`config.mk`:
```
export PLATFORM = sky130hd
export DESIGN_NAME = cpu_addressing_and_jump_unit
export DESIGN_NICKNAME = d
export VERILOG_FILES = /design/src/arith_unit.v /design/src/cpu_addressing_and_jump_unit.v
export VERILOG_INCLUDE_DIRS = /design/src
export SDC_FILE = /design/constraint.sdc
export NUM_CORES = 1
export LEC_CHECK = 0
export BUFFER_PORTS_ARGS = -buffer_cell sky130_fd_sc_hd__buf_2
export CAP_MARGIN = 30
export CORE_UTILIZATION = 53
export CTS_CLUSTER_DIAMETER = 30
export DETAILED_ROUTE_END_ITERATION = 10
export PLACE_DENSITY = 0.74
export SKIP_LAST_GASP = 1
export SLEW_MARGIN = 20
export SYNTH_ARGS = -nofsm -noshare
export SYNTH_HDL_FRONTEND = slang
export SYNTH_SLANG_ARGS = --single-unit
```
`constraint.sdc`:
```
create_clock -name core_clk -period 4.8 [get_ports core_clk]
set_input_delay 0.72 -clock core_clk [delete_from_list [all_inputs] [get_ports core_clk]]
set_output_delay 0.72 -clock core_clk [all_outputs]
set_load 0.1 [all_outputs]
```
`src/cpu_addr_jump_defines.vh`:
```
// Purpose: Shared constants of the addressing and jump unit
// Assumes: Included by bare name from each design file except the memory model
// Notes:   Operation, mode and function codes are the decoder-facing encoding
`ifndef CPU_ADDR_JUMP_DEFINES_VH
`define CPU_ADDR_JUMP_DEFINES_VH

`define PC_WIDTH        15
`define SP_RESET        8'h7F

// Operation kinds
`define OP_NOP          4'h0
`define OP_LOAD         4'h1
`define OP_EXCH         4'h2
`define OP_ALU_MEM      4'h3
`define OP_ALU_ACC      4'h4
`define OP_TEST         4'h5
`define OP_LD_B_SHORT   4'h6
`define OP_TABLE_READ   4'h7
`define OP_JUMP_TABLE   4'h8
`define OP_JUMP_REL     4'h9
`define OP_JUMP_ABS     4'hA
`define OP_JUMP_LONG    4'hB
`define OP_CALL         4'hC
`define OP_RETURN       4'hD
`define OP_VECTOR_SEL   4'hE

// Operand addressing modes
`define MODE_DIRECT     3'h0
`define MODE_INDIRECT   3'h1
`define MODE_POST_INC   3'h2
`define MODE_POST_DEC   3'h3
`define MODE_IMMEDIATE  3'h4

// Arithmetic functions
`define FN_ADD          4'h0
`define FN_ADD_CARRY    4'h1
`define FN_SUB_BORROW   4'h2
`define FN_INC          4'h3
`define FN_DEC          4'h4
`define FN_DEC_ADJUST   4'h5
`define FN_CLEAR        4'h6
`define FN_SET_CARRY    4'h7
`define FN_CLR_CARRY    4'h8

// Test functions
`define TEST_EQ         4'h0
`define TEST_NE         4'h1
`define TEST_GT         4'h2
`define TEST_CARRY      4'h3
`define TEST_NO_CARRY   4'h4

`endif

```
`src/arith_unit.v`:
```
// Purpose: Accumulator arithmetic datapath
// Assumes: Purely combinational, driven by the sequencer
// Notes:   Unused functions pass the accumulator and flags through
`timescale 1ns/1ns
`default_nettype none
`include "cpu_addr_jump_defines.vh"

module arith_unit (
  input  wire [3:0] fn,
  input  wire [7:0] acc,
  input  wire [7:0] operand,
  input  wire       carry_in,
  input  wire       half_in,
  output reg  [7:0] result,
  output reg        carry_out,
  output reg        half_out
);

  reg [8:0] sum9;
  reg [4:0] low5;
  reg       lo_fix;
  reg       hi_fix;

  always @* begin
    sum9      = 9'h000;
    low5      = 5'h00;
    lo_fix    = 1'b0;
    hi_fix    = 1'b0;
    result    = acc;
    carry_out = carry_in;
    half_out  = half_in;
    case (fn) // RQ16
      `FN_ADD: begin
        result = acc + operand;
      end
      `FN_ADD_CARRY: begin
        sum9      = {1'b0, acc} + {1'b0, operand} + {8'h00, carry_in};
        low5      = {1'b0, acc[3:0]} + {1'b0, operand[3:0]} + {4'h0, carry_in};
        result    = sum9[7:0];
        carry_out = sum9[8];
        half_out  = low5[4];
      end
      `FN_SUB_BORROW: begin
        // A minus operand as A plus inverted operand plus carry
        sum9      = {1'b0, acc} + {1'b0, ~operand} + {8'h00, carry_in};
        low5      = {1'b0, acc[3:0]} + {1'b0, ~operand[3:0]} + {4'h0, carry_in};
        result    = sum9[7:0];
        carry_out = sum9[8];
        half_out  = low5[4];
      end
      `FN_INC: begin
        result = acc + 8'h01;
      end
      `FN_DEC: begin
        result = acc - 8'h01;
      end
      `FN_DEC_ADJUST: begin
        lo_fix    = (acc[3:0] > 4'h9) | half_in;
        hi_fix    = (acc > 8'h99) | carry_in;
        result    = acc + {(hi_fix ? 4'h6 : 4'h0), (lo_fix ? 4'h6 : 4'h0)};
        carry_out = hi_fix;
      end
      `FN_CLEAR: begin
        result = 8'h00;
      end
      `FN_SET_CARRY: begin
        carry_out = 1'b1;
      end
      `FN_CLR_CARRY: begin
        carry_out = 1'b0;
      end
      default: begin
        result = acc;
      end
    endcase
  end

endmodule
`default_nettype wire

```
`src/cpu_addressing_and_jump_unit.v`:
```
// Purpose: Operand addressing and program counter sequencing of an 8-bit core
// Assumes: Memories return read data in the cycle after the read strobe is high
// Notes:   One decoded instruction per start pulse; done pulses when it retires
`timescale 1ns/1ns
`default_nettype none
`include "cpu_addr_jump_defines.vh"

// Contract
// RQ1: Direct mode uses the instruction's address byte as the data memory location.
// RQ2: Pointer-indirect mode takes the data address from the first or second pointer as selected.
// RQ3: Post-modify mode accesses at the pointer's current value, then steps it by one.
// RQ4: Immediate mode reads the operand from program memory just after the opcode.
// RQ5: The short pointer load writes the 4-bit value to the low nibble and zeroes the high nibble.
// RQ6: The table read uses upper PC byte and accumulator as address, loads the accumulator, and resumes.
// RQ7: The PC is an upper and lower byte with the top bit unused, a 15-bit address.
// RQ8: The short relative jump adds a six-bit displacement spanning -31 to +32 to the current location.
// RQ9: Code never holds a short relative jump of plus one; a no-operation is used instead.
// RQ10: The absolute jump replaces the low 12 PC bits and keeps the upper three.
// RQ11: The long absolute jump loads all 15 PC bits from the instruction.
// RQ12: The indirect jump reads a table at upper PC byte and accumulator and loads the PC low byte.
// RQ13: Vector select reads the two-byte vector of the active interrupt and loads it into the PC.
// RQ14: A false test makes the following instruction execute as a no-operation.
// RQ15: Calls push the PC on the stack before jumping and returns pop it back.
// RQ16: Arithmetic does add, carry add, borrow subtract, inc, dec, decimal adjust, clear, set and clear carry.
// RQ17: Without a transfer of control the PC advances past every byte of the instruction.
module cpu_addressing_and_jump_unit (
  input  wire        core_clk,
  input  wire        reset,
  input  wire        start,
  input  wire [3:0]  op_kind,
  input  wire [2:0]  addr_mode,
  input  wire        ptr_sel,
  input  wire [3:0]  alu_fn,
  input  wire [1:0]  op_len,
  input  wire [14:0] op_field,
  input  wire [14:0] vector_addr,
  input  wire [7:0]  prog_rdata,
  input  wire [7:0]  data_rdata,
  output reg  [14:0] pc,
  output reg  [7:0]  acc,
  output reg  [7:0]  b_ptr,
  output reg  [7:0]  x_ptr,
  output reg  [7:0]  sp,
  output reg         carry,
  output reg         half_carry,
  output reg         skip_next,
  output reg         busy,
  output reg         done,
  output reg  [14:0] prog_addr,
  output reg         prog_rd,
  output reg  [7:0]  data_addr,
  output reg         data_rd,
  output reg         data_wr,
  output reg  [7:0]  data_wdata
);

  localparam S_IDLE = 3'h0;
  localparam S_WAIT = 3'h1;
  localparam S_TAKE = 3'h2;
  localparam S_PUSH = 3'h3;
  localparam S_FIN  = 3'h4;

  reg  [2:0]  state;
  reg         step;
  reg  [3:0]  kind_q;
  reg  [2:0]  mode_q;
  reg         sel_q;
  reg  [3:0]  fn_q;
  reg  [14:0] next_pc;
  reg  [14:0] ret_pc;
  reg  [6:0]  hold_hi;
  reg  [14:0] call_target;

  wire [14:0] seq_pc     = pc + {13'h0000, op_len}; // RQ17
  wire [14:0] rel_offset = {{9{op_field[5]}}, op_field[5:0]} + 15'h0001;
  wire [7:0]  ptr_val    = ptr_sel ? x_ptr : b_ptr; // RQ2
  wire [7:0]  opnd_addr  = (addr_mode == `MODE_DIRECT) ? op_field[7:0] : ptr_val; // RQ1
  wire        uses_opnd  = (op_kind == `OP_LOAD) || (op_kind == `OP_EXCH) ||
                           (op_kind == `OP_ALU_MEM) || (op_kind == `OP_TEST);
  // Vector bytes come from program memory whatever mode the decoder handed in
  wire        rd_prog    = (kind_q == `OP_VECTOR_SEL) || ((kind_q != `OP_RETURN) && (mode_q == `MODE_IMMEDIATE));
  wire [7:0]  rd_value   = rd_prog ? prog_rdata : data_rdata;
  wire [7:0]  alu_opnd   = (state == S_TAKE) ? rd_value : 8'h00;
  wire [3:0]  alu_sel    = (state == S_IDLE) ? alu_fn : fn_q;

  wire [7:0]  alu_result;
  wire        alu_carry;
  wire        alu_half;

  arith_unit u_arith (
    .fn        (alu_sel),
    .acc       (acc),
    .operand   (alu_opnd),
    .carry_in  (carry),
    .half_in   (half_carry),
    .result    (alu_result),
    .carry_out (alu_carry),
    .half_out  (alu_half)
  );

  reg test_true;

  always @* begin
    test_true = 1'b1;
    case (fn_q)
      `TEST_EQ:       test_true = (acc == rd_value);
      `TEST_NE:       test_true = (acc != rd_value);
      `TEST_GT:       test_true = (acc > rd_value);
      `TEST_CARRY:    test_true = carry;
      `TEST_NO_CARRY: test_true = ~carry;
      default:        test_true = 1'b1;
    endcase
  end

  always @(posedge core_clk) begin
    if (reset) begin
      state      <= S_IDLE;
      step       <= 1'b0;
      kind_q     <= `OP_NOP;
      mode_q     <= `MODE_DIRECT;
      sel_q      <= 1'b0;
      fn_q       <= 4'h0;
      next_pc    <= 15'h0000;
      ret_pc     <= 15'h0000;
      hold_hi    <= 7'h00;
      pc         <= 15'h0000;
      acc        <= 8'h00;
      b_ptr      <= 8'h00;
      x_ptr      <= 8'h00;
      sp         <= `SP_RESET;
      carry      <= 1'b0;
      half_carry <= 1'b0;
      skip_next  <= 1'b0;
      busy       <= 1'b0;
      done       <= 1'b0;
      prog_addr  <= 15'h0000;
      prog_rd    <= 1'b0;
      data_addr  <= 8'h00;
      data_rd    <= 1'b0;
      data_wr    <= 1'b0;
      data_wdata <= 8'h00;
    end else begin
      prog_rd <= 1'b0;
      data_rd <= 1'b0;
      data_wr <= 1'b0;
      done    <= 1'b0;
      case (state)
        S_IDLE: begin
          if (start) begin
            kind_q  <= op_kind;
            mode_q  <= addr_mode;
            sel_q   <= ptr_sel;
            fn_q    <= alu_fn;
            step    <= 1'b0;
            next_pc <= seq_pc;
            ret_pc  <= seq_pc;
            busy    <= 1'b1;
            state   <= S_FIN;
            if (skip_next) begin
              // Skipped instruction only moves the PC past itself
              skip_next <= 1'b0; // RQ14
              kind_q    <= `OP_NOP;
            end else if (uses_opnd) begin
              state <= S_WAIT;
              if (addr_mode == `MODE_IMMEDIATE) begin
                prog_addr <= pc + 15'h0001; // RQ4
                prog_rd   <= 1'b1;
              end else begin
                data_addr <= opnd_addr; // RQ1 RQ2 RQ3
                data_rd   <= 1'b1;
              end
            end else begin
              case (op_kind)
                `OP_ALU_ACC: begin
                  acc        <= alu_result; // RQ16
                  carry      <= alu_carry;
                  half_carry <= alu_half;
                end
                `OP_LD_B_SHORT: b_ptr <= {4'h0, op_field[3:0]}; // RQ5
                `OP_TABLE_READ, `OP_JUMP_TABLE: begin
                  prog_addr <= {pc[14:8], acc}; // RQ6 RQ12 RQ7
                  prog_rd   <= 1'b1;
                  state     <= S_WAIT;
                end
                `OP_JUMP_REL:  next_pc <= pc + rel_offset; // RQ8
                `OP_JUMP_ABS:  next_pc <= {pc[14:12], op_field[11:0]}; // RQ10
                `OP_JUMP_LONG: next_pc <= op_field; // RQ11
                `OP_CALL: begin
                  data_addr  <= sp; // RQ15
                  data_wdata <= seq_pc[7:0];
                  data_wr    <= 1'b1;
                  sp         <= sp - 8'h01;
                  state      <= S_PUSH;
                end
                `OP_RETURN: begin
                  data_addr <= sp + 8'h01; // RQ15
                  data_rd   <= 1'b1;
                  sp        <= sp + 8'h01;
                  state     <= S_WAIT;
                end
                `OP_VECTOR_SEL: begin
                  prog_addr <= vector_addr; // RQ13
                  prog_rd   <= 1'b1;
                  state     <= S_WAIT;
                end
                default: state <= S_FIN;
              endcase
            end
          end
        end
        S_WAIT: state <= S_TAKE;
        S_TAKE: begin
          state <= S_FIN;
          case (kind_q)
            `OP_LOAD: acc <= rd_value;
            `OP_EXCH: begin
              acc        <= rd_value;
              data_wdata <= acc;
              data_wr    <= 1'b1;
            end
            `OP_ALU_MEM: begin
              acc        <= alu_result; // RQ16
              carry      <= alu_carry;
              half_carry <= alu_half;
            end
            `OP_TEST:       skip_next <= ~test_true; // RQ14
            `OP_TABLE_READ: acc <= prog_rdata; // RQ6
            `OP_JUMP_TABLE: next_pc <= {pc[14:8], prog_rdata}; // RQ12
            `OP_RETURN, `OP_VECTOR_SEL: begin
              if (!step) begin
                hold_hi <= rd_value[6:0];
                step    <= 1'b1;
                state   <= S_WAIT;
                if (kind_q == `OP_RETURN) begin
                  data_addr <= sp + 8'h01; // RQ15
                  data_rd   <= 1'b1;
                  sp        <= sp + 8'h01;
                end else begin
                  prog_addr <= prog_addr + 15'h0001; // RQ13
                  prog_rd   <= 1'b1;
                end
              end else begin
                next_pc <= {hold_hi, rd_value}; // RQ13 RQ15
              end
            end
            default: state <= S_FIN;
          endcase
        end
        S_PUSH: begin
          data_addr  <= sp; // RQ15
          data_wdata <= {1'b0, ret_pc[14:8]};
          data_wr    <= 1'b1;
          sp         <= sp - 8'h01;
          next_pc    <= call_target; // RQ15
          state      <= S_FIN;
        end
        S_FIN: begin
          pc    <= next_pc; // RQ17 RQ7
          busy  <= 1'b0;
          done  <= 1'b1;
          state <= S_IDLE;
          if (mode_q == `MODE_POST_INC || mode_q == `MODE_POST_DEC) begin
            if (kind_q == `OP_LOAD || kind_q == `OP_EXCH || kind_q == `OP_ALU_MEM || kind_q == `OP_TEST) begin
              if (sel_q) begin
                x_ptr <= (mode_q == `MODE_POST_INC) ? x_ptr + 8'h01 : x_ptr - 8'h01; // RQ3
              end else begin
                b_ptr <= (mode_q == `MODE_POST_INC) ? b_ptr + 8'h01 : b_ptr - 8'h01; // RQ3
              end
            end
          end
        end
        default: state <= S_IDLE;
      endcase
    end
  end

  always @(posedge core_clk) begin
    if (reset) begin
      call_target <= 15'h0000;
    end else if (state == S_IDLE && start) begin
      call_target <= op_field;
    end
  end

endmodule
`default_nettype wire

```
==> out/qor.csv, run 1 <==
metric;value;unit
Critical Path RT;5.09;ns
total power;3.56;mW
post-route ant nets;0;
status;finished, final reports clean;
Layout Nets;1796;
number of max-cap violations;0;
DRC;0;
die width;150;µm
crit path max fanout;14;
Congestion Overflow GR;0;
vias;12676;
crit-path leading delay family;compound AO/OA/AOI/OAI gates;
Syn Std Cell Area;11600;µm²
Synth Flop Type;dfxtp_1;
DR iter-0 viols;1609;
Post-synth ARST share;0;%
drt pass-1 iters;8;
first-pass GRT wire length;65.2;mm
Num Clock Sinks;146;
sequential area share after synthesis;25.1;%
dominant cells by area after synthesis;dfxtp_1, ha_1, a21oi_1;
gate count of the mapped netlist;1579;
Worst Skew;0.0114;ns
vias in the first global route;11371;
# setup viols final;0;
Pwr per Cell Area;273;nW/µm²
GRT Overall Usage;37.9;%
Resize count post-CTS;0;
Min Hold Slack;0.445;ns
Hold/Removal Path Class;flip-flop to flip-flop;
WP buf/inv;3;
VDD IR max;0.226;mV
Critical Path Sink Type;flip-flop;
Max Slew Vio Count;0;
Clock Latency Late Sink;0.44;ns
number of synthesized flops with an enable pin;0;
Num CTS Buffers;17;
die area;22600;µm²
post-synthesis cell type count;86;
Setup Buffers After CTS;0;
max incr delay on CP;0.62;ns
post-route clock period utilization;86.3;%
Syn Nets;1716;
Vias/cell;6.50;
worst setup margin;0.658;ns
io pins;149;
clock tree root driver cell;clkbuf_16;
area of the multi-input gates;8120;µm²
area grow syn2layout;12.2;%
element type at the critical path start;flip-flop;
setup TNS;0;ns
RSZ-0062 raised after global routing;no;
CP Cell Sequence;nand4b_1 > buf_4 > a21boi_1 > buf_4 > mux2_2 > nand2_1 > inv_1 > fa_1 > fa_1 > nor2b_1 > o21ai_0 > a21oi_1 > o21a_1 > nor3_1 > a221o_1 > o2bb2ai_1;
GP Congestion;0.976;
final WL;42.4;mm
Starting Density;54.7;%
Least-Margin Pin Slew;1.04;ns
Setup WS pre-CTS;0.741;ns
post-synth top area share;25.1;%
Port Buffer Count;148;
DIE HEIGHT;150;µm
Achievable Freq;0.241;GHz
hpwl dp;30.9;mm
share of cells above drive strength 1;13.5;%
Design Area, Final;13100;µm²
WS Path Type;flip-flop to flip-flop;
Yosys reg bits;146;
max_slew headroom;30.7;%
Leak Pwr;5.43;nW
Longest Clk Path Bufs;2;
row cnt;53;
Hold Buf Count CTS;0;
Final Hold Vio Count;0;
initial antenna violation count;4;
Tmin final;4.14;ns
slowest CP cell;dfxtp_1;
fillers;2014;
clock slew at reported path FFs;0.07;ns
H-tree depth;4;
Ys Warns;0;
synthesized area per cell;7.38;µm²
core box area;21300;µm²
CP arrival;4.44;ns
dpl cell area;12500;µm²
Reg area;2920;µm²
routed len/inst;21.7;µm
largest net degree at the start of global routing;71;
Yosys top cell by area;dfxtp_1;
CTS tree;built;
-- layer usage --
metal	global-route usage, %	wire, µm	part of all wire, %	up-vias
met2	55.3	17900	42	815
met3	7.15	5000	12	108
li1	-	-	-	5876
met4	16.1	1510	3.6	2
met1	54.1	18000	42	5875
met5	0	13	0.031	-
-- state kept, by name, indices dropped and copies added (netlist names), 7 cells and up --
signal / cells
b_ptr: 8
next_pc: 15
sp: 8
pc: 15
data_wdata: 8
prog_addr: 15
data_addr: 8
hold_hi: 7
acc: 8
x_ptr: 8
ret_pc: 7
call_target: 15
-- cell families (layout without fill, tap and decap cells) --
logic type                 Yosys count  after routing  synth area share (%)
other                                0              3                     0
AOI/OAI and AO/OA                  480            480                  26.5
DFF                                146            146                  25.1
and+or+nand+nor                    591            591                  24.0
xor gates and xnor gates            69             69                  5.19
muxes                               63             63                  5.47
buffers and inverters              156            249                  5.25
adders and majority gates           74             74                  8.53
-- cell usage in the layout, fill, tap and decap left out, types with 45 or more instances in the layout --
cell	netlist	layout
mux2i_1	58	58
dfxtp_1	146	145
a21oi_1	153	153
nor2_1	158	158
buf_2	12	147
nor3_1	45	45
nand2_1	204	204
a211oi_1	46	46
ha_1	65	65
o21ai_0	95	94
-- cell usage after synthesis (11+ instances only) --
| cell | number |
|---|---|
| nor2_1 | 158 |
| dfxtp_1 | 146 |
| inv_1 | 44 |
| nand2_1 | 204 |
| xor2_1 | 25 |
| a311oi_1 | 11 |
| xnor2_1 | 44 |
| o21a_1 | 13 |
| nand3_1 | 43 |
| mux2i_1 | 58 |
| nor2b_1 | 22 |
| nor3_1 | 45 |
| o21ai_0 | 95 |
| a21oi_1 | 153 |
| ha_1 | 65 |
| a211oi_1 | 46 |
| nand2b_1 | 27 |
| a31oi_1 | 18 |
| buf_2 | 12 |
| clkbuf_1 | 91 |
| a22oi_1 | 11 |
| and3_1 | 13 |
| o211ai_1 | 15 |
-- worst reg2reg max path, stage by stage, from the launching register on --
cell and delay, ns:
dfxtp_1 0.62, nand4b_1 0.15, buf_4 0.21, a21boi_1 0.14, buf_4 0.22, mux2_2 0.39
nand2_1 0.16, inv_1 0.08, fa_1 0.42, fa_1 0.44, nor2b_1 0.13, o21ai_0 0.14
a21oi_1 0.29, o21a_1 0.16, nor3_1 0.04, a221o_1 0.29, o2bb2ai_1 0.12
-- metrics by stage --
| stage | util (%) | cells |
|---|---|---|
| after floorplan | - | 1579 |
| after global placement | 58.4 | 1910 |
| after detailed placement | 58.6 | 1913 |
| after CTS | 61.2 | 1945 |
| after global routing | 61.4 | 1949 |
| final | 61.4 | 1950 |
-- report_power, final --
part | switching, mW | total (mW) | internal (mW) | leakage [nW]
Clock | 0.590 | 1.31 | 0.723 | 0.260
Combinational | 0.622 | 0.902 | 0.280 | 3.98
Sequential | 0.0779 | 1.35 | 1.27 | 1.19
-- cell type report --
cell class,instances,area share (%)
Inverter,45,1.29
Antenna cell,3,0.0574
Clock buffer,20,3.34
Sequential cell,146,22.4
Tap cell,275,2.63
Timing Repair Buffer,172,7.22
Clock inverter,12,0.948
Multi-Input combinational cell,1277,62.1
-- path summary, 6_finish.rpt --
kind                                  from     end  slack, ns  cells past startpoint
worst max-delay path             kind_q[0]  acc[6]       0.66                     16
worst min-delay path            next_pc[7]   pc[7]       0.44                      2
worst max register to register   kind_q[0]  acc[6]       0.66                     16
worst min register to register  next_pc[7]   pc[7]       0.44                      2
Note: power is estimated with default switching activity, not from simulation.
==> inputs of run 2 (changes only) <==
PLACE_DENSITY = 0.73   (was 0.74)
==> run 2 against run 1 <==
  * Die area stayed put
  * Utilization increased by 0.14 points
  * Global-route usage is 0.57 points lower
  * Via count fell by 1.0%
  * Setup slack improved by 0.067 ns
  * Register-to-register slack better by 0.07 ns
  * Clock skew is 0.0061 ns higher
  * Clock power about the same
  * Largest cell class unchanged
==> out/qor.csv, run 2 (synthesis gave the netlist of run 1 again) <==
metric;value;unit
commonest non-fill, non-tap cell in the layout;nand2_1;
vias;12547;
GP Congestion;0.975;
Design Area, Final;13100;µm²
CP Cell Sequence;nand4b_1 > buf_4 > a21boi_1 > buf_4 > mux2_2 > nand2_1 > inv_1 > fa_1 > fa_1 > nor2b_1 > o21ai_0 > a21oi_1 > o21a_1 > nor3_1 > a221o_1 > o2bb2ai_1;
fillers;1968;
Least-Margin Pin Slew;1.05;ns
io pins;149;
element type at the critical path start;flip-flop;
row cnt;53;
number of max-cap violations;0;
dpl cell area;12500;µm²
slowest CP cell;dfxtp_1;
Achievable Freq;0.245;GHz
Min Hold Slack;0.443;ns
die width;150;µm
Leak Pwr;5.46;nW
clock slew at reported path FFs;0.07;ns
Crit. Startpoint;kind_q[3];
RSZ-0062 raised after global routing;no;
DRC;0;
Setup Buffers After CTS;0;
crit path max fanout;15;
post-route clock period utilization;84.9;%
Hold/Removal Path Class;flip-flop to flip-flop;
routed len/inst;21.6;µm
clock tree root driver cell;clkbuf_16;
CTS tree;built;
Final Hold Vio Count;0;
DIE HEIGHT;150;µm
VDD IR max;0.246;mV
Pwr per Cell Area;274;nW/µm²
Vias/cell;6.44;
most frequent cells in the layout;nand2_1, nor2_1, a21oi_1;
status;finished, final reports clean;
Longest Clk Path Bufs;2;
die area;22600;µm²
final core utilization;61.5;%
area grow syn2layout;12.5;%
post-route ant nets;0;
Hold Buf Count CTS;0;
WS Path Type;flip-flop to flip-flop;
Congestion Overflow GR;0;
Worst Skew;0.0175;ns
Clock Latency Late Sink;0.45;ns
share of cells above drive strength 1;13.8;%
core box area;21300;µm²
GRT Overall Usage;37.4;%
WP buf/inv;3;
Critical Path Sink Type;flip-flop;
CP arrival;4.37;ns
Num Clock Sinks;146;
Critical Path RT;5.10;ns
Starting Density;54.7;%
Tmin final;4.08;ns
crit-path leading delay family;compound AO/OA/AOI/OAI gates;
Layout Nets;1796;
hold_sp;next_pc[9];
drt pass-1 iters;6;
initial antenna violation count;0;
max incr delay on CP;0.63;ns
Resize count post-CTS;0;
Max Slew Vio Count;0;
hpwl dp;30.5;mm
largest net degree at the start of global routing;82;
setup TNS;0;ns
max_slew headroom;29.9;%
Port Buffer Count;148;
DR iter-0 viols;1340;
H-tree depth;4;
first-pass GRT wire length;64.5;mm
Num CTS Buffers;17;
vias in the first global route;11173;
Worst R2R Start;kind_q[3];
# setup viols final;0;
final WL;42.1;mm
## run 2: cell types whose count changed in the layout (fill, tap and decap cells not counted), sizes merged
cell          change
clkbuf            -1
clkinv            +1
bufinv            -1
inv               +3
dlymetal6s2s      -1
clkinvlp          -2
buf               +1
diode             -2
## run 2: layout make-up
type                            instances  area [µm²]  area share [%]
Inverter                               45         169            1.29
Sequential cell                       146        2920            22.3
Multi-Input combinational cell       1277        8120            62.0
Antenna cell                            1        2.50          0.0191
Clock buffer                           19         453            3.46
Tap cell                              275         344            2.63
Timing Repair Buffer                  172         971            7.41
Clock inverter                         13         115           0.879
## run 2: worst reg2reg max path, cell delays in order (launching register included)
cell and delay [ns]:
dfxtp_1 0.63, nand4b_1 0.16, buf_4 0.22, a21boi_1 0.13, buf_4 0.21, mux2_2 0.40, nand2_1 0.14, inv_1 0.07
fa_1 0.41, fa_1 0.44, nor2b_1 0.13, o21ai_0 0.13, a21oi_1 0.28, o21a_1 0.16, nor3_1 0.04, a221o_1 0.27
o2bb2ai_1 0.12
## run 2: routing by layer
metal	wire length, µm	track usage [%]	vias up
met5	0	0	-
met4	1200	12.8	0
met3	4430	7.94	79
met2	18100	55.7	688
met1	18300	52.9	5898
li1	-	-	5882
## run 2: final timing paths
path / endpoint / slack, ns / cells after the start
max reg2reg: acc[6] / 0.72 / 16
min: pc[9] / 0.44 / 2
min reg2reg: pc[9] / 0.44 / 2
max: acc[6] / 0.72 / 16
## run 2: power breakdown
group / internal [mW] / total [mW] / leakage (nW) / switching (mW)
Clock: 0.707 / 1.32 / 0.277 / 0.613
Sequential: 1.27 / 1.35 / 1.19 / 0.0788
Combinational: 0.287 / 0.918 / 3.99 / 0.631
## run 2: metrics by stage
| stage | worst slack, ns | std cells | total power, mW |
|---|---|---|---|
| after floorplan | 1.39 | 1579 | 2.00 |
| after global placement | 0.899 | 1912 | 2.25 |
| after detailed placement | 0.817 | 1914 | 2.26 |
| after CTS | 0.798 | 1946 | 3.57 |
| after global routing | 0.522 | 1947 | 3.72 |
| final | 0.724 | 1948 | 3.59 |
